<file path="config.mk">
export PLATFORM = sky130hd
export DESIGN_NAME = lqld_regs
export DESIGN_NICKNAME = d
export VERILOG_FILES = /design/src/verilog/lqld_pkg.sv /design/src/verilog/lqld_quality_class.sv /design/src/verilog/lqld_regs.sv
export SDC_FILE = /design/constraint.sdc
export NUM_CORES = 1
export LEC_CHECK = 0
export BUFFER_PORTS_ARGS = -buffer_cell sky130_fd_sc_hd__buf_4
export CAP_MARGIN = 10
export CORE_MARGIN = 3
export CORE_UTILIZATION = 40
export CTS_CLUSTER_DIAMETER = 30
export DETAILED_ROUTE_END_ITERATION = 7
export MAX_ROUTING_LAYER = met4
export PLACE_DENSITY_LB_ADDON = 0.25
export REMOVE_ABC_BUFFERS = 1
export SYNTH_ARGS = -nofsm -noshare
export SYNTH_HDL_FRONTEND = slang
export SYNTH_HIERARCHICAL = 1
export SYNTH_SLANG_ARGS = --single-unit
</file>
<file path="constraint.sdc">
create_clock -name ref_clk_i -period 0.9 [get_ports ref_clk_i]
set_input_delay 0.135 -clock ref_clk_i [delete_from_list [all_inputs] [get_ports ref_clk_i]]
set_output_delay 0.135 -clock ref_clk_i [all_outputs]
set_load 0.03 [all_outputs]
</file>
<file path="src/verilog/lqld_pkg.sv">
// Purpose: shared constants and types for the link quality and line driver register slice
// Assumes: 16-bit register words reached over a plain strobe port
// Notes:   offsets are the printed register addresses; reserved bits are not stored

package lqld_pkg;

  //////////////////////////////////////////////////////////////////////////////
  // register port geometry
  localparam int unsigned ADDR_W = 16;
  localparam int unsigned DATA_W = 16;

  // register offsets
  localparam logic [15:0] OFS_QUAL = 16'h0198;
  localparam logic [15:0] OFS_TERM = 16'h0400;
  localparam logic [15:0] OFS_GAIN = 16'h0401;

  //////////////////////////////////////////////////////////////////////////////
  // quality register layout
  localparam int unsigned QCLASS_LSB = 8;
  localparam int unsigned QCLASS_MSB = 9;
  localparam int unsigned QVAL_LSB   = 0;
  localparam int unsigned QVAL_MSB   = 7;
  localparam logic [7:0]  QVAL_RST   = 8'h00;

  // class thresholds: above 70 excellent, 40 up to 70 good, below 40 poor
  localparam logic [7:0]  QVAL_EXCELLENT_ABOVE = 8'h46;
  localparam logic [7:0]  QVAL_GOOD_MIN        = 8'h28;

  //////////////////////////////////////////////////////////////////////////////
  // termination register layout
  localparam int unsigned TERM_LSB = 8;
  localparam int unsigned TERM_MSB = 12;
  localparam logic [4:0]  TERM_RST = 5'h10;  // the 45.6 ohm setting

  // fine gain register layout
  localparam int unsigned GAIN_LSB     = 0;
  localparam int unsigned GAIN_MSB     = 3;
  localparam logic [3:0]  GAIN_RST     = 4'ha;  // plus four percent
  localparam logic [3:0]  GAIN_NEUTRAL = 4'h8;  // swing unchanged
  localparam int unsigned GAIN_STEP_SHIFT = 1;  // two percent per code

  // reserved bits read back as their defaults
  localparam logic [15:0] RSVD_RD_VALUE = 16'h0000;

  //////////////////////////////////////////////////////////////////////////////
  typedef enum logic [1:0] {
    LQLD_NO_LINK,
    LQLD_POOR,
    LQLD_GOOD,
    LQLD_EXCELLENT
  } lqld_class_t;

  typedef struct packed {
    logic [ADDR_W-1:0] addr;
    logic [DATA_W-1:0] wdata;
    logic              wr;
    logic              rd;
  } lqld_bus_req_t;

  typedef struct packed {
    logic       sample;
    logic       link_up;
    logic [7:0] value;
  } lqld_quality_t;

  // class for a quality value taken with the link up
  function automatic lqld_class_t lqld_classify(input logic [7:0] value);
    if (value > QVAL_EXCELLENT_ABOVE) begin
      return LQLD_EXCELLENT;
    end else if (value >= QVAL_GOOD_MIN) begin
      return LQLD_GOOD;
    end else begin
      return LQLD_POOR;
    end
  endfunction : lqld_classify

endpackage : lqld_pkg

</file>
<file path="src/verilog/lqld_quality_class.sv">
// Purpose: holds the quality value and its class, updated from the link monitor
// Assumes: monitor inputs are synchronous to ref_clk_i
// Notes:   value and class are taken in the same edge so they never disagree

`timescale 1ns/1ps
`default_nettype none

module lqld_quality_class
  import lqld_pkg::*;
(
  input  wire logic          ref_clk_i,  // device clock
  input  wire logic          sys_rst_i,  // async reset, active high
  input  wire lqld_quality_t quality_i,  // monitor sample
  output lqld_class_t        class_o,    // held quality class
  output logic [7:0]         value_o     // held quality value
);

  //////////////////////////////////////////////////////////////////////////////
  // capture on each sample; a dropped link forces value to zero so that a
  // stale figure cannot sit beside the no-link class
  always_ff @(posedge ref_clk_i or posedge sys_rst_i) begin
    if (sys_rst_i) begin
      class_o <= LQLD_NO_LINK;
      value_o <= QVAL_RST;
    end else if (quality_i.sample) begin
      if (!quality_i.link_up) begin
        class_o <= LQLD_NO_LINK;
        value_o <= QVAL_RST;
      end else begin
        class_o <= lqld_classify(quality_i.value);
        value_o <= quality_i.value;
      end
    end
  end

  //////////////////////////////////////////////////////////////////////////////
  property p_class_tracks_value;
    @(posedge ref_clk_i) disable iff (sys_rst_i)
    quality_i.sample && quality_i.link_up |=>
      class_o == lqld_classify(value_o) && class_o != LQLD_NO_LINK;
  endproperty
  a_class_tracks_value : assert property (p_class_tracks_value)
    else $error("quality class does not match quality value");

  property p_no_link_clears;
    @(posedge ref_clk_i) disable iff (sys_rst_i)
    quality_i.sample && !quality_i.link_up |=> class_o == LQLD_NO_LINK && value_o == QVAL_RST;
  endproperty
  a_no_link_clears : assert property (p_no_link_clears)
    else $error("no-link sample did not clear class and value");

endmodule : lqld_quality_class

`default_nettype wire

</file>
<file path="src/verilog/lqld_regs.sv">
// Purpose: register slice for link quality report and line driver settings
// Assumes: one clock, strobes one cycle long, read data one cycle after strobe
// Notes:   reserved bits are not stored and read as their defaults
//
// Contract
// - two-bit quality class in bits 9:8, reset zero, read only
// - eight-bit quality value in bits 7:0, consistent with the class
// - value above 70 excellent, 40 to 70 good, below 40 poor or none
// - five-bit termination code in bits 12:8, read/write, reset 1 0000
// - default termination code selects the 45.6 ohm setting
// - four-bit fine gain in bits 3:0, read/write, code 1000 neutral
// - fine gain steps two percent, 0000 is minus sixteen percent
// - fine gain resets to 1010, plus four percent
//
// The plain strobed port was chosen for this implementation.

`timescale 1ns/1ps
`default_nettype none

module lqld_regs
  import lqld_pkg::*;
(
  input  wire logic              ref_clk_i,        // device clock, 100 MHz
  input  wire logic              sys_rst_i,        // async reset, active high
  input  wire lqld_bus_req_t     bus_req_i,        // register request
  input  wire lqld_quality_t     quality_i,        // link monitor sample
  output logic [DATA_W-1:0]      rdata_o,          // read data, cycle after strobe
  output logic [4:0]             term_sel_o,       // series termination code
  output logic [3:0]             fine_gain_o,      // fine swing code
  output logic signed [5:0]      fine_gain_pct_o,  // swing change in percent
  output lqld_class_t            quality_class_o   // quality class for status pins
);

  //////////////////////////////////////////////////////////////////////////////
  // address decode, used by the write and read paths alike
  function automatic logic addr_hit(input logic [ADDR_W-1:0] addr, input logic [ADDR_W-1:0] ofs);
    return addr == ofs;
  endfunction : addr_hit

  // swing change of a fine gain code; neutral code gives zero
  function automatic logic signed [5:0] gain_pct(input logic [3:0] code);
    logic signed [5:0] delta;
    delta = $signed({2'b00, code}) - $signed({2'b00, GAIN_NEUTRAL});
    return delta <<< GAIN_STEP_SHIFT;
  endfunction : gain_pct

  // reset value of the percent figure, fixed so the reset branch holds only constants
  localparam logic signed [5:0] GAIN_RST_PCT = gain_pct(GAIN_RST);

  //////////////////////////////////////////////////////////////////////////////
  // internal state
  lqld_class_t       qual_class;
  logic [7:0]        qual_value;
  logic [4:0]        term_sel_reg;
  logic [4:0]        term_sel_next;
  logic [3:0]        fine_gain_reg;
  logic [3:0]        fine_gain_next;
  logic [DATA_W-1:0] rdata_reg;
  logic [DATA_W-1:0] rdata_next;
  logic              wr_term;
  logic              wr_gain;
  logic              term_written_reg;
  logic              gain_written_reg;

  //////////////////////////////////////////////////////////////////////////////
  // quality holder; it has no write path at all, so software cannot disturb it
  lqld_quality_class u_quality (
    .ref_clk_i (ref_clk_i),
    .sys_rst_i (sys_rst_i),
    .quality_i (quality_i),
    .class_o   (qual_class),
    .value_o   (qual_value)
  );

  //////////////////////////////////////////////////////////////////////////////
  // write decode; a write to the quality offset matches nothing here
  assign wr_term = bus_req_i.wr && addr_hit(bus_req_i.addr, OFS_TERM);
  assign wr_gain = bus_req_i.wr && addr_hit(bus_req_i.addr, OFS_GAIN);

  // next values of the two control fields; reserved bits of wdata are dropped
  always_comb begin
    term_sel_next  = term_sel_reg;
    fine_gain_next = fine_gain_reg;
    if (wr_term) begin
      term_sel_next = bus_req_i.wdata[TERM_MSB:TERM_LSB];
    end
    if (wr_gain) begin
      fine_gain_next = bus_req_i.wdata[GAIN_MSB:GAIN_LSB];
    end
  end

  //////////////////////////////////////////////////////////////////////////////
  // termination code; the reset code is the 45.6 ohm step
  always_ff @(posedge ref_clk_i or posedge sys_rst_i) begin
    if (sys_rst_i) begin
      term_sel_reg <= TERM_RST;
    end else begin
      term_sel_reg <= term_sel_next;
    end
  end

  // fine gain code; reset leaves the swing four percent above neutral
  always_ff @(posedge ref_clk_i or posedge sys_rst_i) begin
    if (sys_rst_i) begin
      fine_gain_reg <= GAIN_RST;
    end else begin
      fine_gain_reg <= fine_gain_next;
    end
  end

  //////////////////////////////////////////////////////////////////////////////
  // driver outputs come straight from flops; the percent figure is registered
  // from the next code so that it moves in the same edge as the code itself
  always_ff @(posedge ref_clk_i or posedge sys_rst_i) begin
    if (sys_rst_i) begin
      term_sel_o      <= TERM_RST;
      fine_gain_o     <= GAIN_RST;
      fine_gain_pct_o <= GAIN_RST_PCT;
    end else begin
      term_sel_o      <= term_sel_next;
      fine_gain_o     <= fine_gain_next;
      fine_gain_pct_o <= gain_pct(fine_gain_next);
    end
  end

  // class copy for status pins; one cycle behind the held class
  always_ff @(posedge ref_clk_i or posedge sys_rst_i) begin
    if (sys_rst_i) begin
      quality_class_o <= LQLD_NO_LINK;
    end else begin
      quality_class_o <= qual_class;
    end
  end

  //////////////////////////////////////////////////////////////////////////////
  // read mux; reserved bits carry their default, unmapped offsets read zero,
  // and with no read strobe the data bus returns to zero
  always_comb begin
    rdata_next = RSVD_RD_VALUE;
    if (bus_req_i.rd) begin
      if (addr_hit(bus_req_i.addr, OFS_QUAL)) begin
        rdata_next[QCLASS_MSB:QCLASS_LSB] = qual_class;
        rdata_next[QVAL_MSB:QVAL_LSB]     = qual_value;
      end else if (addr_hit(bus_req_i.addr, OFS_TERM)) begin
        rdata_next[TERM_MSB:TERM_LSB] = term_sel_reg;
      end else if (addr_hit(bus_req_i.addr, OFS_GAIN)) begin
        rdata_next[GAIN_MSB:GAIN_LSB] = fine_gain_reg;
      end else begin
        rdata_next = RSVD_RD_VALUE;
      end
    end
  end

  // read data register; valid only in the cycle after the strobe
  always_ff @(posedge ref_clk_i or posedge sys_rst_i) begin
    if (sys_rst_i) begin
      rdata_reg <= RSVD_RD_VALUE;
    end else begin
      rdata_reg <= rdata_next;
    end
  end

  assign rdata_o = rdata_reg;

  //////////////////////////////////////////////////////////////////////////////
  // helper flags for the checks below: set by the first write after reset
  always_ff @(posedge ref_clk_i or posedge sys_rst_i) begin
    if (sys_rst_i) begin
      term_written_reg <= 1'b0;
    end else if (wr_term) begin
      term_written_reg <= 1'b1;
    end
  end

  always_ff @(posedge ref_clk_i or posedge sys_rst_i) begin
    if (sys_rst_i) begin
      gain_written_reg <= 1'b0;
    end else if (wr_gain) begin
      gain_written_reg <= 1'b1;
    end
  end

  //////////////////////////////////////////////////////////////////////////////
  // quality read returns the class and value held at the strobe
  property p_qual_read;
    @(posedge ref_clk_i) disable iff (sys_rst_i)
    bus_req_i.rd && bus_req_i.addr == OFS_QUAL |=>
      rdata_o[QCLASS_MSB:QCLASS_LSB] == $past(qual_class) &&
      rdata_o[QVAL_MSB:QVAL_LSB] == $past(qual_value) &&
      rdata_o[15:10] == 6'h00;
  endproperty
  a_qual_read : assert property (p_qual_read)
    else $error("quality read returned wrong class or value");

  // the value read back sits in the band of the class read with it whenever that class is not none
  property p_qual_consistent;
    @(posedge ref_clk_i) disable iff (sys_rst_i)
    $past(bus_req_i.rd) && $past(bus_req_i.addr) == OFS_QUAL && rdata_o[9:8] != 2'h0 |->
      rdata_o[9:8] == lqld_classify(rdata_o[7:0]);
  endproperty
  a_qual_consistent : assert property (p_qual_consistent)
    else $error("quality value and class disagree on read");

  // an excellent class never stands beside a value of 70 or less
  property p_excellent_band;
    @(posedge ref_clk_i) disable iff (sys_rst_i)
    qual_class == LQLD_EXCELLENT |-> qual_value > QVAL_EXCELLENT_ABOVE;
  endproperty
  a_excellent_band : assert property (p_excellent_band)
    else $error("excellent class with value not above 70");

  // a termination write lands on the pins in the next cycle
  property p_term_write;
    @(posedge ref_clk_i) disable iff (sys_rst_i)
    bus_req_i.wr && bus_req_i.addr == OFS_TERM |=>
      term_sel_o == $past(bus_req_i.wdata[TERM_MSB:TERM_LSB]);
  endproperty
  a_term_write : assert property (p_term_write)
    else $error("termination write not applied");

  // a termination read returns the code standing on the pins at the strobe
  property p_term_readback;
    @(posedge ref_clk_i) disable iff (sys_rst_i)
    bus_req_i.rd && bus_req_i.addr == OFS_TERM |=>
      rdata_o[TERM_MSB:TERM_LSB] == $past(term_sel_o);
  endproperty
  a_term_readback : assert property (p_term_readback)
    else $error("termination read does not match the pins");

  // until the first write, the termination code stays at its default
  property p_term_default;
    @(posedge ref_clk_i) disable iff (sys_rst_i)
    !term_written_reg |-> term_sel_o == 5'h10;
  endproperty
  a_term_default : assert property (p_term_default)
    else $error("termination code left default without a write");

  // a fine gain write reaches the pins in the next cycle
  property p_gain_write;
    @(posedge ref_clk_i) disable iff (sys_rst_i)
    bus_req_i.wr && bus_req_i.addr == OFS_GAIN |=> fine_gain_o == $past(bus_req_i.wdata[3:0]);
  endproperty
  a_gain_write : assert property (p_gain_write)
    else $error("fine gain write not applied");

  // a fine gain read returns the code standing on the pins at the strobe
  property p_gain_readback;
    @(posedge ref_clk_i) disable iff (sys_rst_i)
    bus_req_i.rd && bus_req_i.addr == OFS_GAIN |=>
      rdata_o[GAIN_MSB:GAIN_LSB] == $past(fine_gain_o);
  endproperty
  a_gain_readback : assert property (p_gain_readback)
    else $error("fine gain read does not match the pins");

  // percent figure follows the code at two percent per step
  property p_gain_pct;
    @(posedge ref_clk_i) disable iff (sys_rst_i)
    (fine_gain_o != 4'h0 || fine_gain_pct_o == -6'sd16) &&
      (fine_gain_o != 4'h8 || fine_gain_pct_o == 6'sd0) &&
      (fine_gain_pct_o == 2 * ($signed({2'b00, fine_gain_o}) - 6'sd8));
  endproperty
  a_gain_pct : assert property (p_gain_pct)
    else $error("fine gain percent does not match code");

  // until the first write, the fine gain stays at plus four percent
  property p_gain_default;
    @(posedge ref_clk_i) disable iff (sys_rst_i)
    !gain_written_reg |-> fine_gain_o == 4'ha && fine_gain_pct_o == 6'sd4;
  endproperty
  a_gain_default : assert property (p_gain_default)
    else $error("fine gain left default without a write");

  // control registers read with reserved bits at zero
  property p_rsvd_read;
    @(posedge ref_clk_i) disable iff (sys_rst_i)
    bus_req_i.rd && (bus_req_i.addr == OFS_TERM || bus_req_i.addr == OFS_GAIN) |=>
      rdata_o[15:13] == 3'h0 && rdata_o[7:4] == 4'h0 &&
      (rdata_o[12:8] == 5'h00 || $past(bus_req_i.addr) == OFS_TERM) &&
      (rdata_o[3:0] == 4'h0 || $past(bus_req_i.addr) == OFS_GAIN);
  endproperty
  a_rsvd_read : assert property (p_rsvd_read)
    else $error("reserved bits not read as zero");

  // a write to the quality offset changes neither control field
  property p_qual_write_ignored;
    @(posedge ref_clk_i) disable iff (sys_rst_i)
    bus_req_i.wr && bus_req_i.addr == OFS_QUAL |=> $stable(term_sel_o) && $stable(fine_gain_o);
  endproperty
  a_qual_write_ignored : assert property (p_qual_write_ignored)
    else $error("write to quality register changed a control field");

  // unmapped reads and idle cycles return zero
  property p_idle_zero;
    @(posedge ref_clk_i) disable iff (sys_rst_i)
    !bus_req_i.rd || (bus_req_i.addr != OFS_QUAL && bus_req_i.addr != OFS_TERM &&
      bus_req_i.addr != OFS_GAIN) |=> rdata_o == 16'h0000;
  endproperty
  a_idle_zero : assert property (p_idle_zero)
    else $error("read data not zero outside a mapped read");

  // status pin copy trails the held class by exactly one cycle
  property p_class_pin;
    @(posedge ref_clk_i) disable iff (sys_rst_i)
    quality_class_o == $past(qual_class);
  endproperty
  a_class_pin : assert property (p_class_pin)
    else $error("class status pin does not trail the held class");

endmodule : lqld_regs

`default_nettype wire

</file>
==> qor.txt <==
TritonCTS clock tree - built
Reg-to-reg endpoint - fine_gain_o[3]$_DFF_PP1_
Mapped Cells - 127
CP bufs+invs - 2
Final worst slack - -0.3147 ns
Most common cell after layout, fill and taps aside - buf_4
Post-route cell area - 2614 µm²
Row cnt - 21
Initial antenna violation count - 0
CTS Buf Count - 5
DR vias - 1,312
Sequential-to-total area share from yosys stat - 0.5810
Fin. Hold Viols - 0
Critical-path cell list - buf_6 > nor4_4 > nand2_2 > nor3_4 > buf_6 > mux2_4
Max_cap viols - 0
Die width - 67.52 µm
Fin crit share - 1.350
Crit. Startpoint - bus_req_i[33]
R2R setup slack - -0.06 ns
ANT cells - 0
Initial Utilization - 0.4332
Placed Cells - 248
Family with the most delay on the worst path - simple AND/OR/NAND/NOR gates
Max Clock Skew - 0.002613 ns
Crit-path max FO - 5
Worst hold-check path type - in -> reg
P&R area growth vs syn - 72.64%
Top Ports - 79
DRC violations left - 0
Via-to-Cell Ratio - 4.841
Routed WL - 4.034 mm
Crit-path max cell delay - 0.32 ns
Worst Setup EP - term_sel_o[2]$_DFFE_PP0P_
Layout cells sized above 1 - 0.5956
Setup violations, final - 53
Crit path time final - 1.215 ns
Die height - 67.52 µm
GRT Overall Usage - 0.1964
Most frequent CP cell - buf_6
Status - finished, violations left
LEAKAGE - 1.315 nW
Most frequent cells in the layout - buf_4 (55), buf_6 (40), dfrtp_1 (32)
FF-to-FF Start - fine_gain_o[3]$_DFF_PP1_
Synth Cell Area - 1514 µm²
CP Data Arrival Time - 1.38 ns
Clock Latency Late Sink - 0.28 ns
Vias in the first global route - 1,368
Clock Path Buffers - 2
Slowest CP cell - nor4_4
Min Hold Slack - 0.04521 ns
WP data required - 1.06 ns
Wirelength per Cell - 14.89 µm
First-pass GRT wire length - 6.258 mm
DR pass1 iterations - 4
Routability congestion estimate - 0.8486
Crit end category - register
Syn Area/Cell - 11.92 µm²
Root buffer cell - clkbuf_8
Power per cell area - 1193 nW/µm²
Synth warnings - 6
Dpl hpwl - 2.757 mm
CP Launch Type - input port
Sink Count - 35
Distinct cells, synth - 28
Core Box Area - 3495 µm²
DR iter-0 viols - 32
RSZ-0062 raised after global routing - yes
Final Net Count - 270
Fin cells - 271
DIE AREA - 4559 µm²
Placed inst area - 2142 µm²
Register bit total from synthesis - 35
Antenna-violating nets left - 0
Stages on worst setup path - 6
Largest net degree at the start of global routing - 26
Overflow after GRT - 0
H-tree depth - 2
Setup Crit Path Kind - in -> reg
Port-buffer cells - 67
CTS clk-pin slew, worst paths - 0.06 ns
Max Freq - 823.2 MHz
VDD IR max - 0.8540 mV
Failing checks - negative setup slack
Final Max Tran Viols - 0
Worst R2R Path Depth - 3
## stage by stage
stage | setup slack, ns | util | TNS [ns] | total power, mW
3_3_place_gp | -0.6386 | 0.6130 | -13.25 | 2.028
3_5_place_dp | -0.7064 | 0.6130 | -15.05 | 2.043
5_1_grt | -0.3851 | 0.7479 | -9.931 | 3.272
2_1_floorplan | -0.4786 | - | -8.207 | 1.800
4_1_cts | -0.3355 | 0.7333 | -7.295 | 3.138
6_report | -0.3147 | 0.7479 | -7.688 | 3.119
## registers in the layout, indices dropped and copies added (netlist names)
name,flops
fine_gain_o,4
u_quality/value_o,8
quality_class_o,2
u_quality/class_o,2
fine_gain_pct_o,1
term_sel_o,5
rdata_o,13
## logic make-up (layout without fill, tap and decap cells)
| family | count (synthesis) | in the layout | synth area share |
|---|---|---|---|
| AOI/OAI and AO/OA | 18 | 18 | 0.07934 |
| muxes | 10 | 10 | 0.07356 |
| other | 1 | 4 | 0.002477 |
| buffers and inverters | 22 | 117 | 0.07520 |
| DFF | 35 | 35 | 0.5810 |
| and+or+nand+nor | 41 | 41 | 0.1884 |
## final cells by class
class / instances / area (µm²)
clock buffers: 7 / 76.32
clock inverters: 1 / 5.005
fillers: 234 / 880.8
inverters: 12 / 45.04
multi-input cells: 73 / 656.9
flip-flops and latches: 35 / 879.6
well taps: 46 / 57.56
repair buffers: 97 / 893.4
## worst min-delay path by stage
stage,from,slack [ns],depth (start not counted),to
CTS,bus_req_i[5],0.03,2,fine_gain_pct_o[4]$_DFF_PP0_
detailed placement,sys_rst_i,0.15,2,u_quality/value_o[1]$_DFFE_PP0P_
global placement,sys_rst_i,0.14,2,u_quality/value_o[2]$_DFFE_PP0P_
floorplan,sys_rst_i,-0.02,1,u_quality/class_o[0]$_DFFE_PP0P_
finish,bus_req_i[5],0.05,2,fine_gain_pct_o[4]$_DFF_PP0_
global route,bus_req_i[5],0.03,2,fine_gain_pct_o[4]$_DFF_PP0_
## what timing repair did
action                     4_1_cts  5_1_grt
buffers inserted                13        1
gates resized for setup         58        9
hold buffers                     1        0
pin swaps                       19        8
setup endpoints to repair       53       53
hold endpoints to repair        32        0
cloned                           0        0
## routing by layer
| layer | GRT usage | wire [µm] | up-vias |
|---|---|---|---|
| met1 | 0.2051 | 1438 | 630 |
| met3 | 0.03661 | 238 | 15 |
| met2 | 0.3487 | 2185 | 55 |
| met5 | - | 0 | - |
| li1 | - | - | 612 |
| met4 | 0.1013 | 172 | 0 |
## Yosys cell counts, drive strengths merged
cell type	instances	area, µm²
dfrtp	32	800.8
nand4	2	18.77
nor4	3	46.29
or4b	1	10.01
o21a	1	7.510
clkbuf	1	3.750
dfstp	3	78.83
a211oi	1	7.510
a22o	6	52.55
nand3	3	15.01
nor2	2	7.510
nand2	11	43.80
nor2b	3	18.77
and2	8	50.05
buf	9	65.06
mux2	9	101.4
and3	1	6.260
o21ai	9	45.04
o31ai	1	7.510
mux2i	1	10.01
inv	12	45.04
conb	1	3.750
nor3	7	68.82
## report_power, final
group	leakage (nW)	internal (mW)	switching [mW]
Clock	0.0422	0.542	0.505
Sequential	0.459	1.62	0.0256
Combinational	0.813	0.218	0.207
Power figures use the tool's default switching activity.
